File: src/i2sq_pkg.sv
/*
 package for the i2c master stop sequencer: state codes and timing constants.
 assumes a single 40 mhz system clock domain and a 7-bit baud reload value.

 // Behaviour
 // - scl held low after ninth falling edge
 // - first stop step drives sda low
 // - sda seen low: reload baud, count to zero
 // - timeout releases scl, one period later sda
 // - sda high with scl high sets stop seen
 // - one period later clear enable, set irq flag
 // - buffer write during stop discarded, collision set
*/
package i2sq_pkg;
   localparam int unsigned BAUD_W     = 7;           // baud reload width
   localparam int unsigned DATA_W     = 8;           // transfer buffer width
   localparam logic [BAUD_W-1:0] BAUD_ZERO = 7'h00;  // terminal count
   localparam logic [DATA_W-1:0] BUF_RESET = 8'h00;  // buffer reset value

   // stop sequence states, one-hot
   typedef enum logic [5:0] {
      ST_IDLE     = 6'h01,  // no stop pending, scl low only if parked by a transfer end
      ST_SDA_LOW  = 6'h02,  // sda driven low, waiting to see it low
      ST_SCL_WAIT = 6'h04,  // first baud period before scl release
      ST_SCL_HIGH = 6'h08,  // scl released, waiting for it to read high
      ST_SDA_WAIT = 6'h10,  // second baud period before sda release
      ST_DONE     = 6'h20   // stop seen, final baud period
   } i2sq_state_t;
endpackage : i2sq_pkg

File: src/i2sq_baud.sv
/*
 baud rate down counter: reloads on demand and flags its zero count.
 assumes reload and run come from the sequencer in the same clock domain.
*/
`timescale 1ns/1ps
`default_nettype none
module i2sq_baud
   import i2sq_pkg::*;
(
   input  wire logic              sys_clk,   // system clock
   input  wire logic              rst,       // async reset, high
   input  wire logic              reload,    // load period value
   input  wire logic              run,       // count while high
   input  wire logic [BAUD_W-1:0] period,    // reload value
   output logic                   timeout    // zero-count flag, held high while run stays high
);
   logic [BAUD_W-1:0] count;  // current count

   // count down; a zero reload times out on the next cycle at once
   always_ff @(posedge sys_clk or posedge rst) begin
      if (rst) begin
         count   <= BAUD_ZERO;
         timeout <= 1'b0;
      end else if (reload) begin
         count   <= period;
         timeout <= 1'b0;
      end else if (run && count != BAUD_ZERO) begin
         count   <= count - 1'b1;
         timeout <= (count == 7'h01);
      end else begin
         timeout <= run && (count == BAUD_ZERO);
      end
   end
endmodule : i2sq_baud
`default_nettype wire

File: src/i2sq_stop.sv
/*
 i2c master stop sequencer: after a transfer ends it parks scl low, then
 on request drives the stop condition, reports it and blocks buffer writes.
 assumes open-drain bus pins with the pad resolving levels; inputs are
 synchronous to sys_clk.
*/
`timescale 1ns/1ps
`default_nettype none
module i2sq_stop
   import i2sq_pkg::*;
(
   input  wire logic              sys_clk,              // 40 mhz clock
   input  wire logic              rst,                  // async reset, high
   input  wire logic              xfer_end,             // ninth scl fall seen
   input  wire logic              stop_sequence_set,    // software sets enable
   input  wire logic [BAUD_W-1:0] baud_reload_period,   // half bus period
   input  wire logic              buf_wr,               // buffer write strobe
   input  wire logic [DATA_W-1:0] buf_wdata,            // buffer write data
   input  wire logic              write_collision_flag_clr,             // software clears write_collision_flag
   input  wire logic              irq_clr,              // software clears irq
   input  wire logic              stop_clr,             // clears stop seen
   input  wire logic              scl_in,               // scl line level
   input  wire logic              sda_in,               // sda line level
   output logic                   scl_oe,               // pull scl low
   output logic                   scl_out,              // always 0 when driven
   output logic                   sda_oe,               // pull sda low
   output logic                   sda_out,              // always 0 when driven
   output logic                   stop_sequence_enable, // stop in progress
   output logic                   stop_detected,        // stop seen status
   output logic                   serial_port_irq_flag, // completion flag
   output logic                   write_collision_flag, // write refused
   output logic [DATA_W-1:0]      transfer_buffer       // buffer contents
);
   i2sq_state_t state;        // sequencer state
   i2sq_state_t next_state;   // state for next cycle
   logic        baud_reload;  // reload the baud counter
   logic        baud_run;     // let it count
   logic        baud_tmo;     // baud period elapsed
   logic        stop_done;    // final period finished

   i2sq_baud u_baud (
      .sys_clk (sys_clk),
      .rst     (rst),
      .reload  (baud_reload),
      .run     (baud_run),
      .period  (baud_reload_period),
      .timeout (baud_tmo)
   );

   // next state; idle waits on the request, every other wait on a line level or the baud timeout.
   // the counter is reloaded on each move into a timed wait and held reloaded in
   // ST_DONE while the lines are not both high, so a period
   // always starts at the edge at which its wait condition was met
   always_comb begin
      next_state  = state;
      baud_reload = 1'b0;
      baud_run    = 1'b0;
      unique case (state)
         // parked: scl stays low after the transfer until software asks
         ST_IDLE: begin
            if (stop_sequence_set) begin
               next_state = ST_SDA_LOW;
            end
         end
         // sda pulled low; wait to read it low before timing anything
         ST_SDA_LOW: begin
            if (!sda_in) begin
               baud_reload = 1'b1;
               next_state  = ST_SCL_WAIT;
            end
         end
         // first period with both lines low
         ST_SCL_WAIT: begin
            baud_run = 1'b1;
            if (baud_tmo) begin
               next_state = ST_SCL_HIGH;
            end
         end
         // scl let go; a slave stretching it delays the count start
         ST_SCL_HIGH: begin
            if (scl_in) begin
               baud_reload = 1'b1;
               next_state  = ST_SDA_WAIT;
            end
         end
         // second period; sda is let go at its end and the final
         // period is loaded at that same edge
         ST_SDA_WAIT: begin
            baud_run = 1'b1;
            if (baud_tmo) begin
               baud_reload = 1'b1;
               next_state  = ST_DONE;
            end
         end
         // final period runs only while the stop shows on the bus; a
         // line held low elsewhere keeps the count parked, so the block
         // waits rather than report a stop that never reached the bus
         ST_DONE: begin
            if (sda_in && scl_in) begin
               baud_run = 1'b1;
            end else begin
               baud_reload = 1'b1;                                // hold
            end
            if (baud_tmo) begin
               next_state = ST_IDLE;
            end
         end
         // an illegal code falls back to idle
         default: begin
            next_state = ST_IDLE;
         end
      endcase
   end

   // completion: the final period has run out with the stop seen
   assign stop_done = (state == ST_DONE) && baud_tmo;

   // state register; every move comes from the next-state logic so the
   // counter control and the state can never disagree
   always_ff @(posedge sys_clk or posedge rst) begin
      if (rst) begin
         state <= ST_IDLE;
      end else begin
         state <= next_state;
      end
   end

   // scl drive: parked low after a transfer, released on first timeout.
   // a new transfer end wins over the release, so a late strobe can
   // never leave the clock floating in the middle of a byte
   always_ff @(posedge sys_clk or posedge rst) begin
      if (rst) begin
         scl_oe <= 1'b0;
      end else if (xfer_end) begin
         scl_oe <= 1'b1;
      end else if (state == ST_SCL_WAIT && baud_tmo) begin
         scl_oe <= 1'b0;
      end
   end

   // sda drive: low for the stop start, released after second period;
   // it is only ever taken low from idle, never in mid-sequence
   always_ff @(posedge sys_clk or posedge rst) begin
      if (rst) begin
         sda_oe <= 1'b0;
      end else if (state == ST_IDLE && stop_sequence_set) begin
         sda_oe <= 1'b1;
      end else if (state == ST_SDA_WAIT && baud_tmo) begin
         sda_oe <= 1'b0;
      end
   end

   // open-drain pins only ever pull low. the data bits are kept as
   // flops so every output leaves a register; the pad combines them
   // with the enables above
   always_ff @(posedge sys_clk or posedge rst) begin
      if (rst) begin
         scl_out <= 1'b0;
         sda_out <= 1'b0;
      end else begin
         scl_out <= 1'b0;
         sda_out <= 1'b0;
      end
   end

   // enable bit: set by software, cleared by hardware at completion;
   // a request while busy finds the state not idle and is dropped
   always_ff @(posedge sys_clk or posedge rst) begin
      if (rst) begin
         stop_sequence_enable <= 1'b0;
      end else if (state == ST_IDLE && stop_sequence_set) begin
         stop_sequence_enable <= 1'b1;
      end else if (stop_done) begin
         stop_sequence_enable <= 1'b0;
      end
   end

   // stop seen: sda high while scl high in the final period. sticky
   // until cleared; a set in the same cycle as a clear wins so an
   // event cannot be lost to a racing software clear
   always_ff @(posedge sys_clk or posedge rst) begin
      if (rst) begin
         stop_detected <= 1'b0;
      end else if (state == ST_DONE && sda_in && scl_in) begin
         stop_detected <= 1'b1;
      end else if (stop_clr) begin
         stop_detected <= 1'b0;
      end
   end

   // completion flag; the set beats a same-cycle clear
   // so software polling and clearing cannot swallow a completion
   always_ff @(posedge sys_clk or posedge rst) begin
      if (rst) begin
         serial_port_irq_flag <= 1'b0;
      end else if (stop_done) begin
         serial_port_irq_flag <= 1'b1;
      end else if (irq_clr) begin
         serial_port_irq_flag <= 1'b0;
      end
   end

   // buffer writes are refused for the whole stop sequence; the
   // collision set wins over a same-cycle clear, and a refused write
   // leaves the old contents in place
   always_ff @(posedge sys_clk or posedge rst) begin
      if (rst) begin
         transfer_buffer      <= BUF_RESET;
         write_collision_flag <= 1'b0;
      end else if (buf_wr && stop_sequence_enable) begin
         write_collision_flag <= 1'b1;
      end else begin
         // a write outside the sequence simply lands
         if (buf_wr) begin
            transfer_buffer <= buf_wdata;
         end
         if (write_collision_flag_clr) begin
            write_collision_flag <= 1'b0;
         end
      end
   end
endmodule : i2sq_stop
`default_nettype wire

File: config.mk
export PLATFORM = sky130hd
export DESIGN_NAME = i2sq_stop
export DESIGN_NICKNAME = d
export VERILOG_FILES = /design/src/i2sq_pkg.sv /design/src/i2sq_baud.sv /design/src/i2sq_stop.sv
export SDC_FILE = /design/constraint.sdc
export NUM_CORES = 1
export LEC_CHECK = 0
export ABC_AREA = 1
export BUFFER_PORTS_ARGS = -buffer_cell sky130_fd_sc_hd__buf_4
export CAP_MARGIN = 30
export CORE_MARGIN = 10
export CORE_UTILIZATION = 50
export DETAILED_ROUTE_END_ITERATION = 16
export HOLD_SLACK_MARGIN = 0.15
export MAX_ROUTING_LAYER = met4
export PLACE_DENSITY = 0.75
export SLEW_MARGIN = 30
export SYNTH_ARGS = -nofsm -noshare
export SYNTH_HDL_FRONTEND = slang
export SYNTH_SLANG_ARGS = --single-unit
File: constraint.sdc
create_clock -name sys_clk -period 4.2 [get_ports sys_clk]
set_input_delay 0.42 -clock sys_clk [delete_from_list [all_inputs] [get_ports sys_clk]]
set_output_delay 0.42 -clock sys_clk [all_outputs]
set_load 0.05 [all_outputs]
==> results of run 1 <==
==> registers in the layout (all words and copies together) (netlist names) <==
register and cells:
transfer_buffer 8, u_baud.count 7, state 6, scl_oe 1
sda_oe 1, serial_port_irq_flag 1, stop_detected 1, stop_sequence_enable 1
u_baud.timeout 1, write_collision_flag 1
==> where the power goes <==
part / total, mW / internal [mW] / switching, mW
Sequential: 0.363 / 0.320 / 0.0432
Combinational: 0.300 / 0.117 / 0.184
Clock: 0.176 / 0.0965 / 0.0795
Total: 0.839 / 0.533 / 0.306
==> worst max-delay path by stage <==
stage                            endpoint  depth (start not counted)
after global routing      u_baud.count[3]                          9
after floorplan           u_baud.count[3]                          9
final                     u_baud.count[3]                          9
after detailed placement  u_baud.count[3]                          9
after global placement    u_baud.count[3]                          7
after CTS                 u_baud.count[3]                          9
==> synth_stat cells (all sizes together) <==
library cell,instances
buf,3
inv,26
xnor2,1
nand2b,1
dfstp,1
mux2,8
nand2,32
o21ai,10
nor2,17
or2,1
nand3b,1
xor2,3
dfrtp,27
o22ai,2
ha,2
nand4,13
conb,1
nand3,21
==> per-stage QoR <==
step                      setup WS, ps  utilization (%)  hold slack (ps)
after global placement            2685            63.87            482.6
after CTS                         2600            65.72            152.6
final                             2574            65.72            133.9
after global routing              2441            65.72            160.6
after detailed placement          2607            63.87            496.9
after floorplan                   2777                -            484.7
==> kinds of logic after synthesis <==
kind of cell	Yosys count
xor gates and xnor gates	4
AOI/OAI and AO/OA	12
buffers and inverters	29
muxes	8
other	1
adders and majority gates	2
DFF	28
and+or+nand+nor	86
==> routing by layer <==
| metal | global-route usage [%] | vias to the layer above | part of all wire (%) |
|---|---|---|---|
| li1 | - | 631 | - |
| met1 | 14.02 | 616 | 39 |
| met2 | 24.19 | 40 | 54 |
| met4 | 3.782 | 0 | 0.54 |
| met3 | 2.497 | 2 | 6.8 |
| met5 | - | - | 0 |
==> final cells by class <==
cell class,instances,area (sq um),area share [%]
Clock buffer,3,22.52,1.211
Tap cell,31,38.79,2.086
Inverter,26,97.59,5.249
Timing Repair Buffer,38,285.3,15.34
Multi-Input combinational cell,114,683.2,36.74
Sequential cell,28,701.9,37.75
Clock inverter,1,30.03,1.615
==> critical path, delay by kind of cell (launching register included) <==
kind / cells / cell delay [ps]
and+or+nand+nor: 6 / 650
DFF: 1 / 420
adders and majority gates: 1 / 250
buffers and inverters: 2 / 210
==> impl_results.md, run 1 <==
- Boundary Pins: 41
- Number of CTS-inserted buffers: 3
- Drt first-iter violations: 71
- Max VDD drop: 0.3746 mV
- CTS tree: yes
- Layout Cells excl Fill: 241
- Worst endpoint required time: 4430 ps
- Setup TNS: 0 ps
- Vias per cell: 5.349
- Critical Path AT: 1860 ps
- Mapped Cells: 170
- Fin crit share: 38.72%
- Vias in the first global route: 1287
- Post-layout min period: 1626 ps
- DIE HEIGHT: 74.87 um
- Synth cell types: 26
- RePlAce Congestion: 0.9103
- Post-CTS Hold Buffers: 0
- Post-DRT Antenna Nets: 0
- Synthesized area: 1505 sq um
- Mapped Avg Cell Area: 8.854 sq um
- CP Class: register to register
- Drt pass-1 iters: 4
- R2R cell count: 9
- Final Power: 0.8390 mW
- First-pass GRT wire length: 5775 um
- Largest fanout on the critical path: 7
- Area Growth Syn to Fin: 23.52%
- Yosys warnings: 0
- # resized after CTS: 0
- Most common cell after layout, fill and taps aside: buf_4
- Slew @ Worst Pin: 583.7 ps
- Highest attainable clock frequency: 0.6149 GHz
- Maximum root-to-sink buffer count: 2
- Area of the core: 2829 sq um
- Max Cap Viol: 0
- Htree depth: 1
- Share of cells above drive strength 1: 32.86%
- Clock Sink Count: 28
- Reg2reg start: u_baud.count[0]
- DRC errors left: 0
- Reg2reg end: u_baud.count[3]
- Final Max Tran Viols: 0
- Dpl hpwl: 2778 um
- DIE AREA: 5605 sq um
- Status: finished, final reports clean
- Vias: 1289
- Critical Path Source Type: register
- Register area share after synthesis: 46.63%
- HP Class: input port to asynchronous set/reset pin
- Fillcell total: 242
- Placed instance area: 1807 sq um
- #FFs+latches synth: 28
- Crit path launch: u_baud.count[0]
- GRT Overall Usage: 13.19%
- Largest net degree at the start of global routing: 29
- CP max stage cell: dfrtp_1
- Synth area leaders: dfrtp_1, nand2_1, nand3_1
- R2R Setup Slk: 2570 ps
- Max transition margin: 61.03%
- Mux contribution to synthesized area: 5.985%
- Fraction of the mapped netlist area in simple logic gates: 30.76%
- Area share of the largest cell type after synthesis: 44.89%
- Adder-cell share of the synthesized area: 1.663%
- Clock latency on the worst-skew pair: 320 ps
- Die W: 74.87 um
- Rows: 19
- Crit path cell chain: inv_1 > ha_1 > nand4_2 > nor2_2 > inv_1 > nand2_4 > nand2_1 > nand3_1 > nand2_1
- CTS root buf: clkbuf_4
- Largest family of logic cells by synthesized area: simple AND/OR/NAND/NOR gates
- # setup viols final: 0
- Placed Cells incl. Taps: 237
- Clk slew on worst S/H paths: 150 ps
- Compound-Gate Fraction of Synth Area: 4.156%
- Final hold vios: 0
- Commonest non-fill, non-tap cells in the layout: buf_4, nand2_1, dfrtp_1
- RSZ-0062 raised after global routing: no
- Initial Util: 53.21%
- CP max stage delay: 420 ps
- Power Density: 451.3 nW/um^2
- Leading area contributor after synthesis: dfrtp_1
- DR WL/cell: 14.61 um
- Final instance area: 1859 sq um
- Worst Clk Skew: 4.844 ps
- Port Buffers: 38
- Post-CTS setup buffers: 0
- Synth Area in XOR/XNOR: 2.328%
- Detailed Route WL: 3521 um
- Nets@finish: 238
- P_leak: 0.9819 nW
- GR Overflow Total: 0
- Worst Setup End Kind: register
- N_diodes: 0
- Initial antenna violation count: 0
(Power assumes the default switching activity.)
==> inputs of run 2 (changes only) <==
Clock period 4.2 ns to 1.6 ns, I/O delays scaled along.
==> impl_results.md, run 2 (same netlist as run 1, synthesis figures left out) <==
- CTS tree: yes
- Detailed Route WL: 3732 um
- Boundary Pins: 41
- Clock Sink Count: 28
- DIE AREA: 5605 sq um
- Largest regs: transfer_buffer: 8 flops, u_baud.count: 7 flops, state: 6 flops
- WP depth: 9
- CP max stage delay: 430 ps
- Highest attainable clock frequency: 0.6483 GHz
- Post-DRT Antenna Nets: 0
- Initial antenna violation count: 0
- Fin util: 77.22%
- Initial Util: 53.21%
- Max Cap Viol: 0
- Final Max Tran Viols: 0
- Area of the core: 2829 sq um
- Largest net degree at the start of global routing: 29
- Final hold vios: 0
- Vias in the first global route: 1349
- Placed Cells incl. Taps: 239
- Crit path cell chain: inv_1 > ha_2 > nand4_4 > nor2_4 > inv_1 > nand2_4 > nand2_1 > nand3_1 > nand2_1
- DRC errors left: 0
- Clk slew on worst S/H paths: 150 ps
- Worst slack, placed: 29.93 ps
- Top reg by flops: transfer_buffer
- Clock latency on the worst-skew pair: 320 ps
- Nets@finish: 269
- CP Buf/Inv Count: 2
- Commonest non-fill, non-tap cells in the layout: buf_4, nand2_1, dfrtp_1
- HP Class: input port to asynchronous set/reset pin
- Worst Setup End Kind: register
- Maximum root-to-sink buffer count: 2
- First-pass GRT wire length: 5947 um
- Area Growth Syn to Fin: 45.14%
- Vias: 1372
- Die W: 74.87 um
- Final Power: 2.348 mW
- # setup viols final: 0
- Share of cells above drive strength 1: 33.20%
- Number of CTS-inserted buffers: 3
- Htree depth: 1
- Crit path max-delay family: simple AND/OR/NAND/NOR gates
- Fillcell total: 201
- Reg2reg start: u_baud.count[1]
- Critical Path Source Type: register
- Placed instance area: 1822 sq um
- N_diodes: 0
- Setup TNS: 0 ps
- Max reg flops: 8
- Port Buffers: 38
- DIE HEIGHT: 74.87 um
- P_leak: 1.106 nW
- Rows: 19
- CTS root buf: clkbuf_4
- Critical Path AT: 1770 ps
- Layout Cells excl Fill: 272
- Dpl hpwl: 2591 um
- CP max stage cell: dfrtp_1
- Vias per cell: 5.044
- Power Density: 1075 nW/um^2
- Final instance area: 2185 sq um
- Fin crit share: 96.41%
- Most common cell after layout, fill and taps aside: buf_4
- Worst hold margin: 435.0 ps
- Worst setup margin: 57.46 ps
- Crit path launch: u_baud.count[1]
- Drt pass-1 iters: 4
- R2R cell count: 9
- Worst Clk Skew: 4.854 ps
- Status: finished, final reports clean
- CP Class: register to register
- DR WL/cell: 13.72 um
- GR Overflow Total: 0
- Drt first-iter violations: 99
- Post-layout min period: 1543 ps
- Worst endpoint required time: 1830 ps
- GRT Overall Usage: 13.45%
- RePlAce Congestion: 0.9264
- Max VDD drop: 0.7460 mV
- Largest fanout on the critical path: 7
- RSZ-0062 raised after global routing: no
-- run 2: cell count changes in the layout (fill, tap and decap cells not counted), moves of 2 or more --
| cell | previous run | this run |
|---|---|---|
| dlygate4sd3_1 | 0 | 24 |
| nor2_4 | 3 | 5 |
| buf_4 | 38 | 42 |
| dfrtp_2 | 0 | 2 |
| dfrtp_1 | 27 | 25 |
-- run 2: final cells by class --
type | count | area [sq um] | area share (%)
tap | 31 | 38.79 | 1.775
multi-input combinational | 116 | 724.4 | 33.16
sequential | 28 | 704.4 | 32.25
timing repair buffer | 67 | 566.8 | 25.94
clock buffer | 3 | 22.52 | 1.031
clock inverter | 1 | 30.03 | 1.375
inverter | 26 | 97.59 | 4.467
-- run 2: timing repair --
item                                    4_1_cts  5_1_grt
hold endpoints to repair                     51        0
buffers inserted                              0        3
endpoints found under the setup margin        0        6
gates resized for setup                       0       10
hold buffers                                 24        0
-- run 2: worst register-to-register path, cell delays in order, from the launching register on --
cell and delay [ps]:
dfrtp_1 430, inv_1 110, ha_2 250, nand4_4 130, nor2_4 130, inv_1 70, nand2_4 100, nand2_1 70
nand3_1 90, nand2_1 60
-- run 2: power by group --
group / total (mW) / switching (mW) / internal [mW]
logic: 0.912 / 0.520 / 0.392
clock network: 0.459 / 0.206 / 0.253
registers: 0.977 / 0.135 / 0.841
-- run 2: worst paths after layout --
path / end / slack (ps)
worst max-delay path: u_baud.count[3] / 60
worst min-delay path: transfer_buffer[3] / 430
worst max register to register: u_baud.count[3] / 60
worst min register to register: transfer_buffer[0] / 530
max in group asynchronous: state[0] / 860
min in group sys_clk: transfer_buffer[4] / 440
-- run 2: layer usage --
layer | up-vias | part of all wire [%] | global-route usage, %
met5 | - | 0 | -
met4 | 0 | 0.51 | 2.941
met3 | 2 | 4.9 | 2.628
li1 | 699 | - | -
met2 | 34 | 54 | 24.67
met1 | 637 | 40 | 14.59
